==> src/rtl/vic_pkg.sv <==
// constants, tables and state layout of the vectored interrupt controller
package vic_pkg;

    // apb geometry
    localparam int ADDR_W = 8;                  // byte address width seen by the slave
    localparam int DATA_W = 32;                 // apb data width
    localparam int REG_W  = 8;                  // implemented width of each control register

    // register byte offsets
    localparam logic [ADDR_W-1:0] OFS_CTRL_PIN_PROX_ADC = 8'h00; // irq_ctrl_pin_prox_adc
    localparam logic [ADDR_W-1:0] OFS_CTRL_EEP_LV_TMR   = 8'h04; // irq_ctrl_eeprom_lowvolt_timer
    localparam logic [ADDR_W-1:0] OFS_CTRL_SER_TB       = 8'h08; // irq_ctrl_serial_timebase
    localparam logic [ADDR_W-1:0] OFS_STATUS            = 8'h0c; // read-only service status
    localparam int NREG = 3;                    // number of control registers

    // register reset values
    localparam logic [REG_W-1:0] CTRL_RESET = 8'h00;

    // global enable position in the first control register
    localparam int GIE_BIT = 0;

    // status register fields
    localparam int STAT_SRC_LSB  = 0;           // last serviced source index, 4 bits
    localparam int STAT_INSVC    = 7;           // a service routine is running
    localparam int STAT_STKFULL  = 6;           // stack full seen by the controller
    localparam int STAT_PENDING  = 5;           // an enabled request is pending

    // sources, in priority order: lowest index has lowest vector and wins
    localparam int NSRC  = 10;
    localparam int SRC_W = 4;
    // 0 ext pin, 1 proximity, 2 a/d, 3 timer p, 4 timer a,
    // 5 low voltage, 6 eeprom, 7 time base 0, 8 time base 1, 9 serial
    localparam int SRC_REG      [NSRC] = '{0, 0, 0, 1, 1, 1, 1, 2, 2, 2};
    localparam int SRC_FLAG_BIT [NSRC] = '{4, 5, 6, 4, 5, 6, 7, 4, 5, 6};
    localparam int SRC_EN_BIT   [NSRC] = '{1, 2, 3, 0, 1, 2, 3, 0, 1, 2};

    // program counter width and default vector spacing
    localparam int PC_W = 12;
    localparam logic [PC_W-1:0] VEC_BASE_DEF = 12'h000; // vector of source i is base + step*(i+1)
    localparam logic [PC_W-1:0] VEC_STEP_DEF = 12'h004;

    // whole state of the controller
    typedef struct packed {
        logic [NSRC-1:0]   flag;                // request flags
        logic [NSRC-1:0]   enab;                // individual enables
        logic              gie;                 // global enable
        logic              pready;              // apb ready
        logic              pslverr;             // apb error
        logic [DATA_W-1:0] prdata;              // apb read data
        logic              push;                // push request to the stack
        logic [PC_W-1:0]   push_pc;             // value to push
        logic              load;                // load program counter
        logic [PC_W-1:0]   load_pc;             // vector to load
        logic              pop;                 // pop request on return
        logic              wake;                // wake-up pulse
        logic [SRC_W-1:0]  last_src;            // last serviced source
        logic              in_service;          // between take and return
    } vic_state_s;

endpackage

==> src/rtl/vic_ctrl.sv <==
// vectored interrupt controller with apb register access
//
// The APB interface to the registers and the address map were decided locally.
`timescale 1ns/100ps
`default_nettype none

// What this block does
// - event sets its flag regardless of enables
// - flag plus enable redirects to source vector
// - disabled source keeps flag, no jump
// - global enable low blocks every interrupt
// - taking pushes next-instruction address
// - program counter loads source vector in the same cycle as the push
// - every source has its own vector
// - return pops saved address, resumes program
// - taking clears global enable, no nesting
// - flags still latch while globally blocked
// - full stack holds off all acknowledgement
// - simultaneous requests served by fixed priority
// - any flag becoming set wakes device
// - eeprom and low-voltage bits, reset zero
// - timer a flag bit5, enable bit1
// - timer p flag bit4, enable bit0
// - serial flag bit6, enable bit2
// - time base flags bits5,4, enables 1,0
// - serial register bits 7,3 read zero
// - one means request or enabled
// - serviced source flag clears with global enable
// - global enable lives in pin register
module vic_ctrl #(
    parameter logic [vic_pkg::PC_W-1:0] VEC_BASE = vic_pkg::VEC_BASE_DEF, // vector origin
    parameter logic [vic_pkg::PC_W-1:0] VEC_STEP = vic_pkg::VEC_STEP_DEF  // vector spacing
) (
    // clock and reset
    input  wire logic                        pclk,
    input  wire logic                        presetn,
    // apb slave
    input  wire logic                        psel,
    input  wire logic                        penable,
    input  wire logic                        pwrite,
    input  wire logic [vic_pkg::ADDR_W-1:0]  paddr,
    input  wire logic [vic_pkg::DATA_W-1:0]  pwdata,
    output logic                             pready,
    output logic [vic_pkg::DATA_W-1:0]       prdata,
    output logic                             pslverr,
    // source events, one-cycle pulses
    input  wire logic [vic_pkg::NSRC-1:0]    src_event,
    // core sequencer
    input  wire logic                        insn_boundary,
    input  wire logic [vic_pkg::PC_W-1:0]    pc_next,
    input  wire logic                        stack_full,
    input  wire logic                        return_from_interrupt_exec,
    output logic                             stack_push,
    output logic [vic_pkg::PC_W-1:0]         stack_push_pc,
    output logic                             pc_load,
    output logic [vic_pkg::PC_W-1:0]         pc_load_vector,
    output logic                             stack_pop,
    // power control
    output logic                             wake_req
);

    // registered state and its next value
    vic_pkg::vic_state_s st_ff;                 // current state
    vic_pkg::vic_state_s nxt_st;                // next state

    // bus phase decode
    logic                       setup_ph;       // apb setup cycle
    logic                       access_ph;      // access edge where transfer completes
    logic                       wr_acc;         // write takes effect now
    logic [vic_pkg::NREG-1:0]   reg_hit;        // write address hits control register n

    // per-source write decode
    logic [vic_pkg::NSRC-1:0]   src_wr;         // write hits the source's register
    logic [vic_pkg::NSRC-1:0]   wr_flag_val;    // written flag value
    logic [vic_pkg::NSRC-1:0]   wr_en_val;      // written enable value

    // arbitration
    logic [vic_pkg::NSRC-1:0]   pend;           // enabled pending requests
    logic                       pend_any;       // at least one pending
    logic [vic_pkg::SRC_W-1:0]  sel;            // winning source
    logic                       take;           // interrupt taken this cycle
    logic [vic_pkg::PC_W-1:0]   sel_vec;        // vector of the winner

    // phase decode of the apb handshake
    assign setup_ph  = psel && !penable;
    assign access_ph = psel && penable && st_ff.pready;
    assign wr_acc    = access_ph && pwrite;
    assign reg_hit[0] = (paddr == vic_pkg::OFS_CTRL_PIN_PROX_ADC);
    assign reg_hit[1] = (paddr == vic_pkg::OFS_CTRL_EEP_LV_TMR);
    assign reg_hit[2] = (paddr == vic_pkg::OFS_CTRL_SER_TB);

    // per-source register bit decode
    for (genvar gi = 0; gi < vic_pkg::NSRC; gi++)
    begin : g_src
        assign src_wr[gi]      = wr_acc && reg_hit[vic_pkg::SRC_REG[gi]];
        assign wr_flag_val[gi] = pwdata[vic_pkg::SRC_FLAG_BIT[gi]];
        assign wr_en_val[gi]   = pwdata[vic_pkg::SRC_EN_BIT[gi]];
    end

    // enabled requests and lowest-index winner
    always_comb
    begin
        pend     = st_ff.flag & st_ff.enab;
        pend_any = |pend;
        sel      = '0;
        // scan downward so the lowest index is left last
        for (int i = vic_pkg::NSRC - 1; i >= 0; i--)
        begin
            if (pend[i])
            begin
                sel = vic_pkg::SRC_W'(i);
            end
        end
        // acknowledge only at an instruction boundary with room on the stack
        take    = st_ff.gie && pend_any && !stack_full && insn_boundary;
        // distinct vector per source
        sel_vec = vic_pkg::PC_W'(int'(VEC_BASE) + int'(VEC_STEP) * (int'(sel) + 1));
    end

    // next-state logic
    always_comb
    begin
        logic [vic_pkg::REG_W-1:0] rd_reg [vic_pkg::NREG]; // read view of control registers
        logic [vic_pkg::REG_W-1:0] rd_val;                 // selected read byte
        logic                      rd_ok;                  // address mapped
        rd_reg[0] = vic_pkg::CTRL_RESET;
        rd_reg[1] = vic_pkg::CTRL_RESET;
        rd_reg[2] = vic_pkg::CTRL_RESET;
        rd_val    = vic_pkg::CTRL_RESET;
        rd_ok     = 1'b0;

        nxt_st         = st_ff;
        // pulses default low
        nxt_st.pready  = 1'b0;
        nxt_st.pslverr = 1'b0;
        nxt_st.push    = 1'b0;
        nxt_st.load    = 1'b0;
        nxt_st.pop     = 1'b0;
        nxt_st.wake    = 1'b0;

        // assemble read view; unlisted bits stay zero
        for (int i = 0; i < vic_pkg::NSRC; i++)
        begin
            rd_reg[vic_pkg::SRC_REG[i]][vic_pkg::SRC_FLAG_BIT[i]] = st_ff.flag[i];
            rd_reg[vic_pkg::SRC_REG[i]][vic_pkg::SRC_EN_BIT[i]]   = st_ff.enab[i];
        end
        // global enable shares the pin register
        rd_reg[0][vic_pkg::GIE_BIT] = st_ff.gie;
        // bits 7 and 3 of the serial/time-base register are never set above

        // read mux, prepared in the setup cycle
        case (paddr)
            // pin, proximity and a/d register
            vic_pkg::OFS_CTRL_PIN_PROX_ADC:
            begin
                rd_val = rd_reg[0];
                rd_ok  = 1'b1;
            end
            // eeprom, low-voltage and timer register
            vic_pkg::OFS_CTRL_EEP_LV_TMR:
            begin
                rd_val = rd_reg[1];
                rd_ok  = 1'b1;
            end
            // serial and time-base register
            vic_pkg::OFS_CTRL_SER_TB:
            begin
                rd_val = rd_reg[2];
                rd_ok  = 1'b1;
            end
            // read-only service status
            vic_pkg::OFS_STATUS:
            begin
                rd_val = vic_pkg::CTRL_RESET;
                rd_val[vic_pkg::STAT_SRC_LSB +: vic_pkg::SRC_W] = st_ff.last_src;
                rd_val[vic_pkg::STAT_PENDING] = pend_any;
                rd_val[vic_pkg::STAT_STKFULL] = stack_full;
                rd_val[vic_pkg::STAT_INSVC]   = st_ff.in_service;
                rd_ok  = 1'b1;
            end
            // unmapped address answers with an error
            default:
            begin
                rd_val = vic_pkg::CTRL_RESET;
                rd_ok  = 1'b0;
            end
        endcase

        // zero-wait answer: ready rises for the access cycle
        if (setup_ph)
        begin
            nxt_st.pready  = 1'b1;
            // error only for unmapped addresses
            nxt_st.pslverr = !rd_ok;
            nxt_st.prdata  = pwrite ? '0 : {{(vic_pkg::DATA_W - vic_pkg::REG_W){1'b0}}, rd_val};
        end

        // software writes: flags take the written value, a one sets like an event
        for (int i = 0; i < vic_pkg::NSRC; i++)
        begin
            if (src_wr[i])
            begin
                nxt_st.flag[i] = wr_flag_val[i];
                // enables follow the written bits
                nxt_st.enab[i] = wr_en_val[i];
            end
        end
        if (wr_acc && reg_hit[0])
        begin
            nxt_st.gie = pwdata[vic_pkg::GIE_BIT];
        end

        // taking an interrupt: push, vector load, auto clears
        if (take)
        begin
            // take beats a same-cycle global enable write
            nxt_st.push       = 1'b1;
            nxt_st.push_pc    = pc_next;
            nxt_st.load       = 1'b1;
            nxt_st.load_pc    = sel_vec;
            nxt_st.flag[sel]  = 1'b0;
            nxt_st.gie        = 1'b0;
            nxt_st.last_src   = sel;
            nxt_st.in_service = 1'b1;
        end

        // return from the service routine pops the saved address
        if (return_from_interrupt_exec)
        begin
            // routine has ended
            nxt_st.pop        = 1'b1;
            nxt_st.in_service = 1'b0;
        end

        // hardware events last so a set beats any clear in the same cycle
        nxt_st.flag = nxt_st.flag | src_event;

        // wake on any flag going from clear to set
        nxt_st.wake = |(nxt_st.flag & ~st_ff.flag);
    end

    // state register
    always_ff @(posedge pclk or negedge presetn)
    begin
        if (!presetn)
        begin
            // all flags, enables and pulses clear
            st_ff <= '0;
        end
        else
        begin
            // register the prepared next state
            st_ff <= nxt_st;
        end
    end

    // outputs straight from the state register
    assign pready         = st_ff.pready;
    assign prdata         = st_ff.prdata;
    assign pslverr        = st_ff.pslverr;
    assign stack_push     = st_ff.push;
    assign stack_push_pc  = st_ff.push_pc;
    assign pc_load        = st_ff.load;
    assign pc_load_vector = st_ff.load_pc;
    assign stack_pop      = st_ff.pop;
    assign wake_req       = st_ff.wake;

    // event always lands in its flag
    a_event_sets_flag: assert property (@(posedge pclk) disable iff (!presetn)
        (src_event != '0) |=> ((st_ff.flag & $past(src_event)) == $past(src_event)))
        else $error("event did not set its flag");

    // disabled pending flags survive untouched
    a_disabled_kept: assert property (@(posedge pclk) disable iff (!presetn)
        (!wr_acc && ((st_ff.flag & ~st_ff.enab) != '0))
        |=> ((st_ff.flag & $past(st_ff.flag & ~st_ff.enab)) == $past(st_ff.flag & ~st_ff.enab)))
        else $error("disabled flag was lost");

    // push only after an enabled, globally allowed request
    a_push_cause: assert property (@(posedge pclk) disable iff (!presetn)
        st_ff.push |-> ($past(pend_any) && $past(st_ff.gie) && $past(insn_boundary)))
        else $error("push without an enabled request");

    // global enable low means no push next cycle
    a_gie_blocks: assert property (@(posedge pclk) disable iff (!presetn)
        !st_ff.gie |=> !st_ff.push)
        else $error("interrupt taken with global enable off");

    // pushed value is the next-instruction address
    a_push_value: assert property (@(posedge pclk) disable iff (!presetn)
        take |=> (st_ff.push && st_ff.push_pc == $past(pc_next)))
        else $error("wrong address pushed");

    // vector load accompanies the push with the winner's vector
    a_vector_load: assert property (@(posedge pclk) disable iff (!presetn)
        take |=> (st_ff.load && st_ff.push &&
                  st_ff.load_pc == vic_pkg::PC_W'(int'(VEC_BASE) + int'(VEC_STEP) * (int'($past(sel)) + 1))))
        else $error("wrong vector loaded");

    // return produces a pop pulse and ends the service
    a_return_from_interrupt_pop: assert property (@(posedge pclk) disable iff (!presetn)
        return_from_interrupt_exec |=> (st_ff.pop && !st_ff.in_service))
        else $error("return did not pop");

    // taking clears the global enable and the winner's flag
    a_take_clears: assert property (@(posedge pclk) disable iff (!presetn)
        (take && !src_event[sel]) |=> (!st_ff.gie && !st_ff.flag[$past(sel)]))
        else $error("take did not clear enable and flag");

    // full stack holds acknowledgement off
    a_stack_full_hold: assert property (@(posedge pclk) disable iff (!presetn)
        stack_full |=> !st_ff.push)
        else $error("interrupt acknowledged with stack full");

    // winner has no lower pending source
    a_lowest_first: assert property (@(posedge pclk) disable iff (!presetn)
        take |-> ((pend & ((vic_pkg::NSRC'(1) << sel) - vic_pkg::NSRC'(1))) == '0))
        else $error("priority order violated");

    // newly set flag raises wake
    a_wake_on_set: assert property (@(posedge pclk) disable iff (!presetn)
        ((src_event & ~st_ff.flag) != '0) |=> st_ff.wake)
        else $error("no wake for a new flag");

    // unimplemented bits read zero
    a_unimpl_zero: assert property (@(posedge pclk) disable iff (!presetn)
        (access_ph && !pwrite && paddr == vic_pkg::OFS_CTRL_SER_TB) |-> (prdata[7] == 1'b0 && prdata[3] == 1'b0))
        else $error("unimplemented bit read as one");

    // a written one lands in its flag
    a_flag_write_set: assert property (@(posedge pclk) disable iff (!presetn)
        (!take && ((src_wr & wr_flag_val) != '0))
        |=> ((st_ff.flag & $past(src_wr & wr_flag_val)) == $past(src_wr & wr_flag_val)))
        else $error("written flag did not set");

    // a written zero clears its flag unless an event arrives
    a_flag_write_clr: assert property (@(posedge pclk) disable iff (!presetn)
        ((src_event == '0) && ((src_wr & ~wr_flag_val) != '0))
        |=> ((st_ff.flag & $past(src_wr & ~wr_flag_val)) == '0))
        else $error("written zero did not clear flag");

    // enables take the written bits
    a_enab_write: assert property (@(posedge pclk) disable iff (!presetn)
        (src_wr != '0)
        |=> ((st_ff.enab & $past(src_wr)) == $past(src_wr & wr_en_val)))
        else $error("enable write lost");

    // global enable follows a write unless a take clears it
    a_gie_write: assert property (@(posedge pclk) disable iff (!presetn)
        (wr_acc && reg_hit[0] && !take)
        |=> (st_ff.gie == $past(pwdata[vic_pkg::GIE_BIT])))
        else $error("global enable write lost");

    // pop only after a return
    a_pop_cause: assert property (@(posedge pclk) disable iff (!presetn)
        st_ff.pop
        |-> $past(return_from_interrupt_exec))
        else $error("pop without a return");

    // wake only when a flag went from clear to set
    a_wake_cause: assert property (@(posedge pclk) disable iff (!presetn)
        st_ff.wake
        |-> ((st_ff.flag & ~$past(st_ff.flag)) != '0))
        else $error("wake without a new flag");

    // status read shows the stack state
    a_status_full: assert property (@(posedge pclk) disable iff (!presetn)
        (setup_ph && !pwrite && (paddr == vic_pkg::OFS_STATUS))
        |=> (st_ff.prdata[vic_pkg::STAT_STKFULL] == $past(stack_full)))
        else $error("status misreports full stack");

endmodule

`default_nettype wire

==> config.mk <==
export PLATFORM = sky130hd
export DESIGN_NAME = vic_ctrl
export DESIGN_NICKNAME = d
export VERILOG_FILES = /design/src/rtl/vic_pkg.sv /design/src/rtl/vic_ctrl.sv
export SDC_FILE = /design/constraint.sdc
export NUM_CORES = 1
export LEC_CHECK = 0
export ABC_AREA = 1
export ABC_CLOCK_PERIOD_IN_PS = 4100
export BUFFER_PORTS_ARGS = -buffer_cell sky130_fd_sc_hd__buf_4
export CAP_MARGIN = 20
export CORE_MARGIN = 2
export CORE_UTILIZATION = 40
export CTS_CLUSTER_DIAMETER = 200
export CTS_CLUSTER_SIZE = 12
export DETAILED_ROUTE_END_ITERATION = 16
export PLACE_DENSITY = 0.68
export SLEW_MARGIN = 20
export SYNTH_ARGS = -nofsm -noshare
export SYNTH_HDL_FRONTEND = slang
export SYNTH_SLANG_ARGS = --single-unit
==> constraint.sdc <==
create_clock -name pclk -period 4.1 [get_ports pclk]
set_clock_uncertainty 0.15 [all_clocks]
set_input_delay 0.41 -clock pclk [delete_from_list [all_inputs] [get_ports pclk]]
set_output_delay 0.41 -clock pclk [all_outputs]
set_load 0.05 [all_outputs]
# Word-level counts from Yosys, hierarchy flattened
# Index checks and enable logic that the tools add are counted.
[op_classes]
n_addsub = 1
n_lt_le_gt_ge = 2
eq_ne = 3
muxes = 33
bitwise_logic = 6
n_reduce_logical = 20
[ops]
columns = ["cell", "n"]
rows = [
  ["two-way mux 4 bit", 10],
  ["two-way mux 34 bit", 1],
  ["one-hot mux 8 bit (4 select lines)", 1],
  ["bitwise AND 10 bit", 3],
  ["two-way mux 26 bit", 1],
  ["NOT 10 bit", 2],
  ["OR reduction 10 bit", 2],
  ["two-way mux 1 bit", 17],
  ["equality test 8 x 4 -> 1 bit, second input constant", 2],
  ["logical AND 1 bit", 11],
  ["two-way mux 10 bit", 1],
  ["OR 10 bit", 1],
  ["equality test 8 x 3 -> 1 bit, second input constant", 1],
  ["logical NOT 8 bit", 1],
  ["two-way mux 8 bit", 1],
  ["adder 4 x 1 -> 5 bit, second input constant", 1],
  ["< comparator 4 x 5 -> 1 bit, second input constant", 1],
  ["demux 1 bit (select 4 bit)", 1],
  ["greater-or-equal comparator 4 x 1 -> 1 bit, second input constant", 1],
  ["nonzero test 2 bit", 2],
  ["OR reduction 4 bit", 1],
  ["logical NOT 1 bit", 3],
]
[totals]
reg_bits = 86
in_bits = 70
elab_cells = 81

# Longest topological paths before layout
# Gate-level depths: netlist (run 1).
[logic_depth]
word_depth = 21
depth_mapped = 20
mapped_depth_nobuf = 20

# Least setup slack after synthesis (run 1)
# Ideal clock, no wire load.
[synth_path]
kind = "register to register"
startpoint = "register st_ff[86] (netlist bit)"
endpoint = "register st_ff (netlist bit wake_req)"
setup_ns = 0.123
t_arrival_ns = 1.651
t_required_ns = 3.827
slack_ns = 2.176
stages_incl_launch_ff = 20
period_less_slack_ns = 1.924
cell_sequence = "dfrtp_1 > nand2_1 > nand2_1 > nand2_1 > nand2_1 > nand2_1 > nand2_1 > nand2_1 > nand2_1 > nand2_1 > nand2_1 > inv_1 > ha_1 > nand3_1 > nand3_1 > nand2_1 > nand2_1 > nand2_1 > nor2_1 > nand3_2"
[synth_rtl]
columns = ["element", "line", "source"]
rows = [
  ["start, declared", "vic_ctrl.sv:63", "vic_pkg::vic_state_s st_ff;"],
  ["start signal, assigned", "vic_ctrl.sv:253", "st_ff <= nxt_st;"],
]

==> qor.csv, run 1 <==
stage,metric,value,unit
synthesis,Ys Warns,0,
synthesis,synth unique cells,34,
synthesis,"Seq/Total Area, Yosys",0.415,
layout,Final Util,0.461,
worst_hold_path,Hold WC Path Type,input pin to async pin,
power,Flop pwr share,0.412,
setup_path,CP bufs+invs,1,
setup_path,R2R cell count,19,
power,clock share of power,0.189,
clock_network,clock root cell,clkbuf_8,
timing,worst relative slew slack,0.524,
setup_path,CP startpoint,st_ff[76],
clock_network,clk buf depth,2,
synthesis,asr flop ratio synth,1.00,
setup_path,Critical Path RT,4160,ps
layout,# diodes,0,
timing,worst hold slack,-1.94,ps
outcome,failing checks,negative hold slack,
clock_network,Clock transition at path regs,100,ps
clock_network,count of clock tree sinks,56,
clock_network,H-tree levels,2,
setup_path,crit path launch type,flop,
detailed_routing,wire per inst,13.1,µm
placed_design,Post-DP HPWL,5970,µm
global_route,GRT Residual Overflow,0,
detailed_routing,vias after detailed routing,2711,
global_route,global-route wire length before repair,12100,µm
detailed_routing,DR iter-0 viols,187,
timing,fmax,436,MHz
synthesis,leading area contributor after synthesis,dfrtp_1,
setup_path,cells along the critical path,nand2_1 > nand2_1 > nand2_1 > nand2_1 > nand2_1 > nand2_1 > nand2_1 > nand2_1 > nand2_1 > nand2_1 > inv_1 > ha_1 > nand3_1 > nand3_1 > nand2_1 > nand2_1 > nand2_1 > nor2_1 > nand3_2,
layout,layout cell share with drive strength beyond 1,0.245,
clock_network,Post-CTS Hold Fix Bufs,0,
setup_path,worst r2r src,st_ff[76],
timing,Fin. Hold Viols,1,
timing,Setup TNS,0,ps
clock_network,PostCTS Resize Cnt,0,
detailed_routing,DRT Pass-1 Iters,5,
floorplanning,Std-Cell Rows,33,
floorplanning,Core Box Area,0.00822,mm²
floorplanning,full die area,0.00920,mm²
synthesis,top post-synthesis cells by area,"dfrtp_1, nand2_1, buf_4, inv_1, nand3_1",
floorplanning,Initial Util,0.411,
timing,"Slew Viols, Final",0,
global_route,largest net degree at the start of global routing,57,
synthesis,"FF+latch count, synth",56,
clock_network,# Post-CTS Setup Buffers,0,
clock_network,CTS tree,done,
setup_path,"slowest stage delay, CP",430,ps
synthesis,Post-synth EDFFs,0,
placed_design,port buffer count,76,
detailed_routing,DRC,0,
layout,Final #Nets,559,
setup_path,CP Class,flop to flop,
floorplanning,Top Ports,132,
power,Pint,973,µW
timing,Tcrit/Tclk final,0.560,
power,worst vdd ir,0.183,mV
floorplanning,DIE WIDTH,95.9,µm
layout,Non-Filler Instances,591,
setup_path,CP top delay family,simple AND/OR/NAND/NOR gates,
power,Sw Share,0.429,
detailed_routing,Vias per Instance,4.59,
timing,RSZ-0062 raised after global routing,false,
power,Leakage,0.00217,µW
setup_path,CP max FO,4,
setup_path,R2R Setup Slk,1810,ps
timing,final setup vio count,0,
detailed_routing,drt total wl,7730,µm
clock_network,cts bufs inserted,5,
synthesis,cell count after synthesis,438,
global_route,vias in the first global route,2528,
placed_design,placed insts,583,
setup_path,crit end category,flop,
timing,min Tclk post-route,2290,ps
setup_path,CP max stage cell,dfrtp_1,
flow_run,Max Cap Viol,0,
synthesis,synthesized area per cell,7.71,µm²
global_route,GRT Util Overall,0.172,
power,P_sw,730,µW
setup_path,RR Endpoint,wake_req,
synthesis,"Cell Area, Synth",0.00338,mm²
synthesis,ys flop type,dfrtp_1,
power,Comb pwr share,0.399,
timing,Worst-Margin Slew,714,ps
clock_network,Clock Latency Late Sink,310,ps
power,PwrDens,450,mW/mm²
setup_path,"most used cell, CP",nand2_1,
synthesis,cell with the most instances after synthesis,nand2_1,
global_route,initial antenna violation count,0,
synthesis,Synth top area share,0.415,
outcome,status,"complete, but fails checks",
placed_design,GPL Wtd Cong,0.951,
floorplanning,Die H,95.9,µm
setup_path,"Arr. time, crit path",2350,ps
synthesis,"top cells by count, synth","nand2_1, buf_4, dfrtp_1",
detailed_routing,post-route ant nets,0,
layout,area delta synth->final,12.0,%
## registers in the layout, summed over array words and instances (netlist names)
signal and count:
st_ff 26, stack_push_pc 12, prdata 8, pc_load_vector 5, pc_load 1, pready 1
pslverr 1, stack_pop 1, wake_req 1
## worst max path at each step
stage / cells after the start / end / slack, ps
floorplan: 19 / wake_req / 2180
global placement: 8 / st_ff[1] / 1790
detailed placement: 8 / st_ff[1] / 1740
CTS: 19 / wake_req / 1800
global route: 19 / wake_req / 1420
finish: 19 / wake_req / 1810
## cell type report
class	count	area, µm²
multi-input combinational	291	1380
sequential	56	1400
tap	105	131
clock inverter	2	13.8
clock buffer	6	82.6
timing repair buffer	76	571
inverter	55	206
fill	824	4430
## logic make-up (layout without fill, tap and decap cells)
kind of cell	after synthesis	after routing	synth area share
DFF	56	56	0.415
muxes	1	1	0.00333
AOI/OAI and AO/OA	40	40	0.0700
buffers and inverters	121	139	0.210
and+or+nand+nor	214	214	0.283
adders and majority gates	4	4	0.0148
xor gates and xnor gates	1	1	0.00259
other	1	31	0.00111
## worst reg2reg max path: stages (launching register included)
cell	delay [ps]
dfrtp_1	430
nand2_1	90
nand2_1	70
nand2_1	60
nand2_1	40
nand2_1	50
nand2_1	60
nand2_1	60
nand2_1	40
nand2_1	80
nand2_1	120
inv_1	110
ha_1	210
nand3_1	110
nand3_1	120
nand2_1	70
nand2_1	70
nand2_1	60
nor2_1	130
nand3_2	90
## power groups by stage
stage,Clock (µW),Sequential (µW),Combinational [µW]
floorplan,0,706,610
global placement,0,709,677
detailed placement,0,713,686
CTS,333,702,688
global route,350,713,730
finish,322,701,680
## cells in the final DEF, fill, tap and decap left out, types with 2 or more instances in the layout
master	synthesis	layout
nand2_1	146	146
buf_4	57	76
dfrtp_1	56	56
inv_1	46	46
conb_1	1	31
nand3_1	24	24
nor2_1	14	14
o21ai_0	14	14
nand2_2	10	10
inv_2	8	8
nor2_2	8	8
o21ai_1	8	8
clkbuf_8	0	6
a21oi_1	5	5
nand3_2	4	4
o22ai_1	4	4
ha_1	4	4
nor2_4	3	3
nand4_1	2	2
a22o_1	2	2
## per-layer routing
layer | vias to the layer above | routed length [µm] | global-route usage
li1 | 1357 | - | -
met2 | 96 | 3610 | 0.277
met1 | 1245 | 3510 | 0.237
met4 | 0 | 142 | 0.0536
met5 | - | 0 | 0
met3 | 13 | 468 | 0.0313
## through the flow
stage	total power [µW]	hold slack (ps)	worst slack (ps)	cell area [µm²]
final	1700	-1.94	1810	3780
after global routing	1790	46.7	1420	3780
after CTS	1720	21.7	1800	3780
after detailed placement	1400	317	1740	3690
after global placement	1390	315	1790	3690
after floorplan	1320	-35.6	2180	3490
(Power assumes the default switching activity.)
==> inputs of run 2 (changes only) <==
ABC_CLOCK_PERIOD_IN_PS = 2400   (was 4100)
clock period = 2.4 ns   (was 4.1 ns; I/O delays follow)
==> run 2 against run 1 <==
Against the previous run:
- the run now ends clean
- register-to-register slack got worse by 1600 ps
- cell area rose by 8.6%
- global-route usage rose by 0.20 points
- via count up 3.5%
- combinational power grew 76%
- clock power increased by 130%
- sequential share of layout area decreased by 2.9 points
- critical endpoint unchanged
- largest cell class unchanged
- highest routed layer unchanged
==> qor.csv, run 2 (same netlist as run 1, synthesis figures left out) <==
stage,metric,value,unit
power,Leakage,0.00231,µW
timing,Tcrit/Tclk final,0.915,
detailed_routing,DRT Pass-1 Iters,4,
setup_path,cells along the critical path,nand2_1 > nand2_1 > nand2_1 > nand2_1 > nand2_1 > nand2_1 > nand2_1 > nand2_1 > nand2_1 > nand2_2 > inv_1 > ha_1 > nand3_1 > nand2_1 > nand2_2 > nand2_1 > nand2_1 > nor2_2 > nand3_2,
clock_network,clk buf depth,2,
setup_path,"slowest stage delay, CP",420,ps
detailed_routing,vias after detailed routing,2806,
placed_design,GPL Wtd Cong,0.929,
layout,Fillers,803,
clock_network,H-tree levels,2,
layout,"most common cell after layout, fill and taps aside",nand2_1,
placed_design,port buffer count,76,
timing,final setup vio count,0,
global_route,global-route wire length before repair,12300,µm
timing,Worst-Margin Slew,703,ps
layout,layout cell share with drive strength beyond 1,0.243,
layout,max reg flops,26,
floorplanning,Core Box Area,0.00822,mm²
setup_path,RR Endpoint,wake_req,
clock_network,CTS tree,done,
layout,# diodes,0,
layout,"commonest non-fill, non-tap cells in the layout","nand2_1, buf_4, dfrtp_1, inv_1, conb_1",
floorplanning,Top Ports,132,
detailed_routing,Vias per Instance,4.53,
timing,worst relative slew slack,0.531,
setup_path,CP startpoint,st_ff[76],
clock_network,Clock Latency Late Sink,310,ps
timing,Fin. Hold Viols,0,
global_route,GRT Residual Overflow,0,
detailed_routing,wire per inst,12.5,µm
detailed_routing,post-route ant nets,0,
setup_path,CP max FO,4,
setup_path,"Arr. time, crit path",2250,ps
setup_path,crit path launch type,flop,
layout,Final #Nets,588,
timing,fmax,456,MHz
setup_path,CP top delay family,simple AND/OR/NAND/NOR gates,
setup_path,crit end category,flop,
floorplanning,Die H,95.9,µm
floorplanning,Std-Cell Rows,33,
clock_network,cts bufs inserted,5,
placed_design,Place WS,186,ps
power,worst vdd ir,0.288,mV
global_route,largest net degree at the start of global routing,57,
clock_network,count of clock tree sinks,56,
timing,worst hold slack,25.8,ps
setup_path,CP bufs+invs,1,
setup_path,Crit. path cell count,19,
setup_path,worst r2r src,st_ff[76],
worst_hold_path,Hold WC Path Type,input pin to flop,
setup_path,CP Class,flop to flop,
global_route,vias in the first global route,2568,
clock_network,Clock transition at path regs,100,ps
placed_design,Post-DP HPWL,5900,µm
setup_path,Critical Path RT,2460,ps
setup_path,R2R Setup Slk,200,ps
detailed_routing,DR iter-0 viols,137,
power,PwrDens,762,mW/mm²
setup_path,Worst setup endpoint,wake_req,
global_route,initial antenna violation count,0,
setup_path,R2R cell count,19,
floorplanning,full die area,0.00920,mm²
timing,min Tclk post-route,2200,ps
outcome,status,"complete, no violations",
detailed_routing,DRC,0,
placed_design,placed insts,586,
setup_path,CP max stage cell,dfrtp_1,
layout,Non-Filler Instances,620,
layout,area delta synth->final,21.7,%
layout,Reg with most FFs,st_ff,
clock_network,clock root cell,clkbuf_8,
flow_run,Max Cap Viol,0,
setup_path,"most used cell, CP",nand2_1,
detailed_routing,drt total wl,7770,µm
floorplanning,DIE WIDTH,95.9,µm
timing,"Slew Viols, Final",0,
global_route,GRT Util Overall,0.174,
timing,final worst slack,205,ps
floorplanning,Initial Util,0.411,
## run 2: changes by cell type in the layout (fill, tap and decap cells not counted), sizes merged
cell	before	now
clkinv	2	1
buf	76	80
dlygate4sd3	0	25
bufinv	0	2
clkbuf	6	5
## run 2: worst min-delay path by stage
stage	startpoint	end	slack, ps	cells past startpoint
6_report	pwdata[0]	st_ff[71]	30	2
5_1_grt	pwdata[0]	st_ff[71]	10	2
4_1_cts	pwdata[0]	st_ff[71]	10	2
3_5_place_dp	presetn	stack_push_pc[10]	190	1
3_3_place_gp	presetn	stack_push_pc[10]	180	1
2_1_floorplan	presetn	pc_load	-210	0
## run 2: per-layer routing
| metal | GRT usage | vias up | share of wire |
|---|---|---|---|
| met3 | 0.0258 | 9 | 0.059 |
| met2 | 0.288 | 102 | 0.48 |
| met5 | 0 | - | 0 |
| met4 | 0.0429 | 0 | 0.015 |
| met1 | 0.241 | 1285 | 0.44 |
| li1 | - | 1410 | - |
## run 2: timing repair
item	4_1_cts	5_1_grt
endpoints found under the hold margin	81	0
setup buffers	0	1
gates resized for setup	0	2
endpoints found under the setup margin	0	1
hold buffers	25	0
## run 2: cell type report
class	count	area, µm²	share of cell area
clock buffers	5	68.8	0.0167
well taps	105	131	0.0320
repair buffers	105	851	0.207
clock inverters	3	68.8	0.0167
flip-flops and latches	56	1400	0.341
multi-input cells	291	1380	0.337
inverters	55	206	0.0502
## run 2: per-stage QoR
step / setup TNS, ps / utilization / power (µW) / area, µm²
6_report: 0 / 0.500 / 3130 / 4110
5_1_grt: -1.04 / 0.500 / 3300 / 4110
4_1_cts: 0 / 0.499 / 3160 / 4100
3_5_place_dp: 0 / 0.452 / 2390 / 3710
3_3_place_gp: 0 / 0.452 / 2370 / 3710
2_1_floorplan: 0 / - / 2250 / 3490
## run 2: power by group
group | internal [µW] | switching (µW)
clock network | 420 | 317
logic | 348 | 849
registers | 1110 | 91.4
total | 1880 | 1260
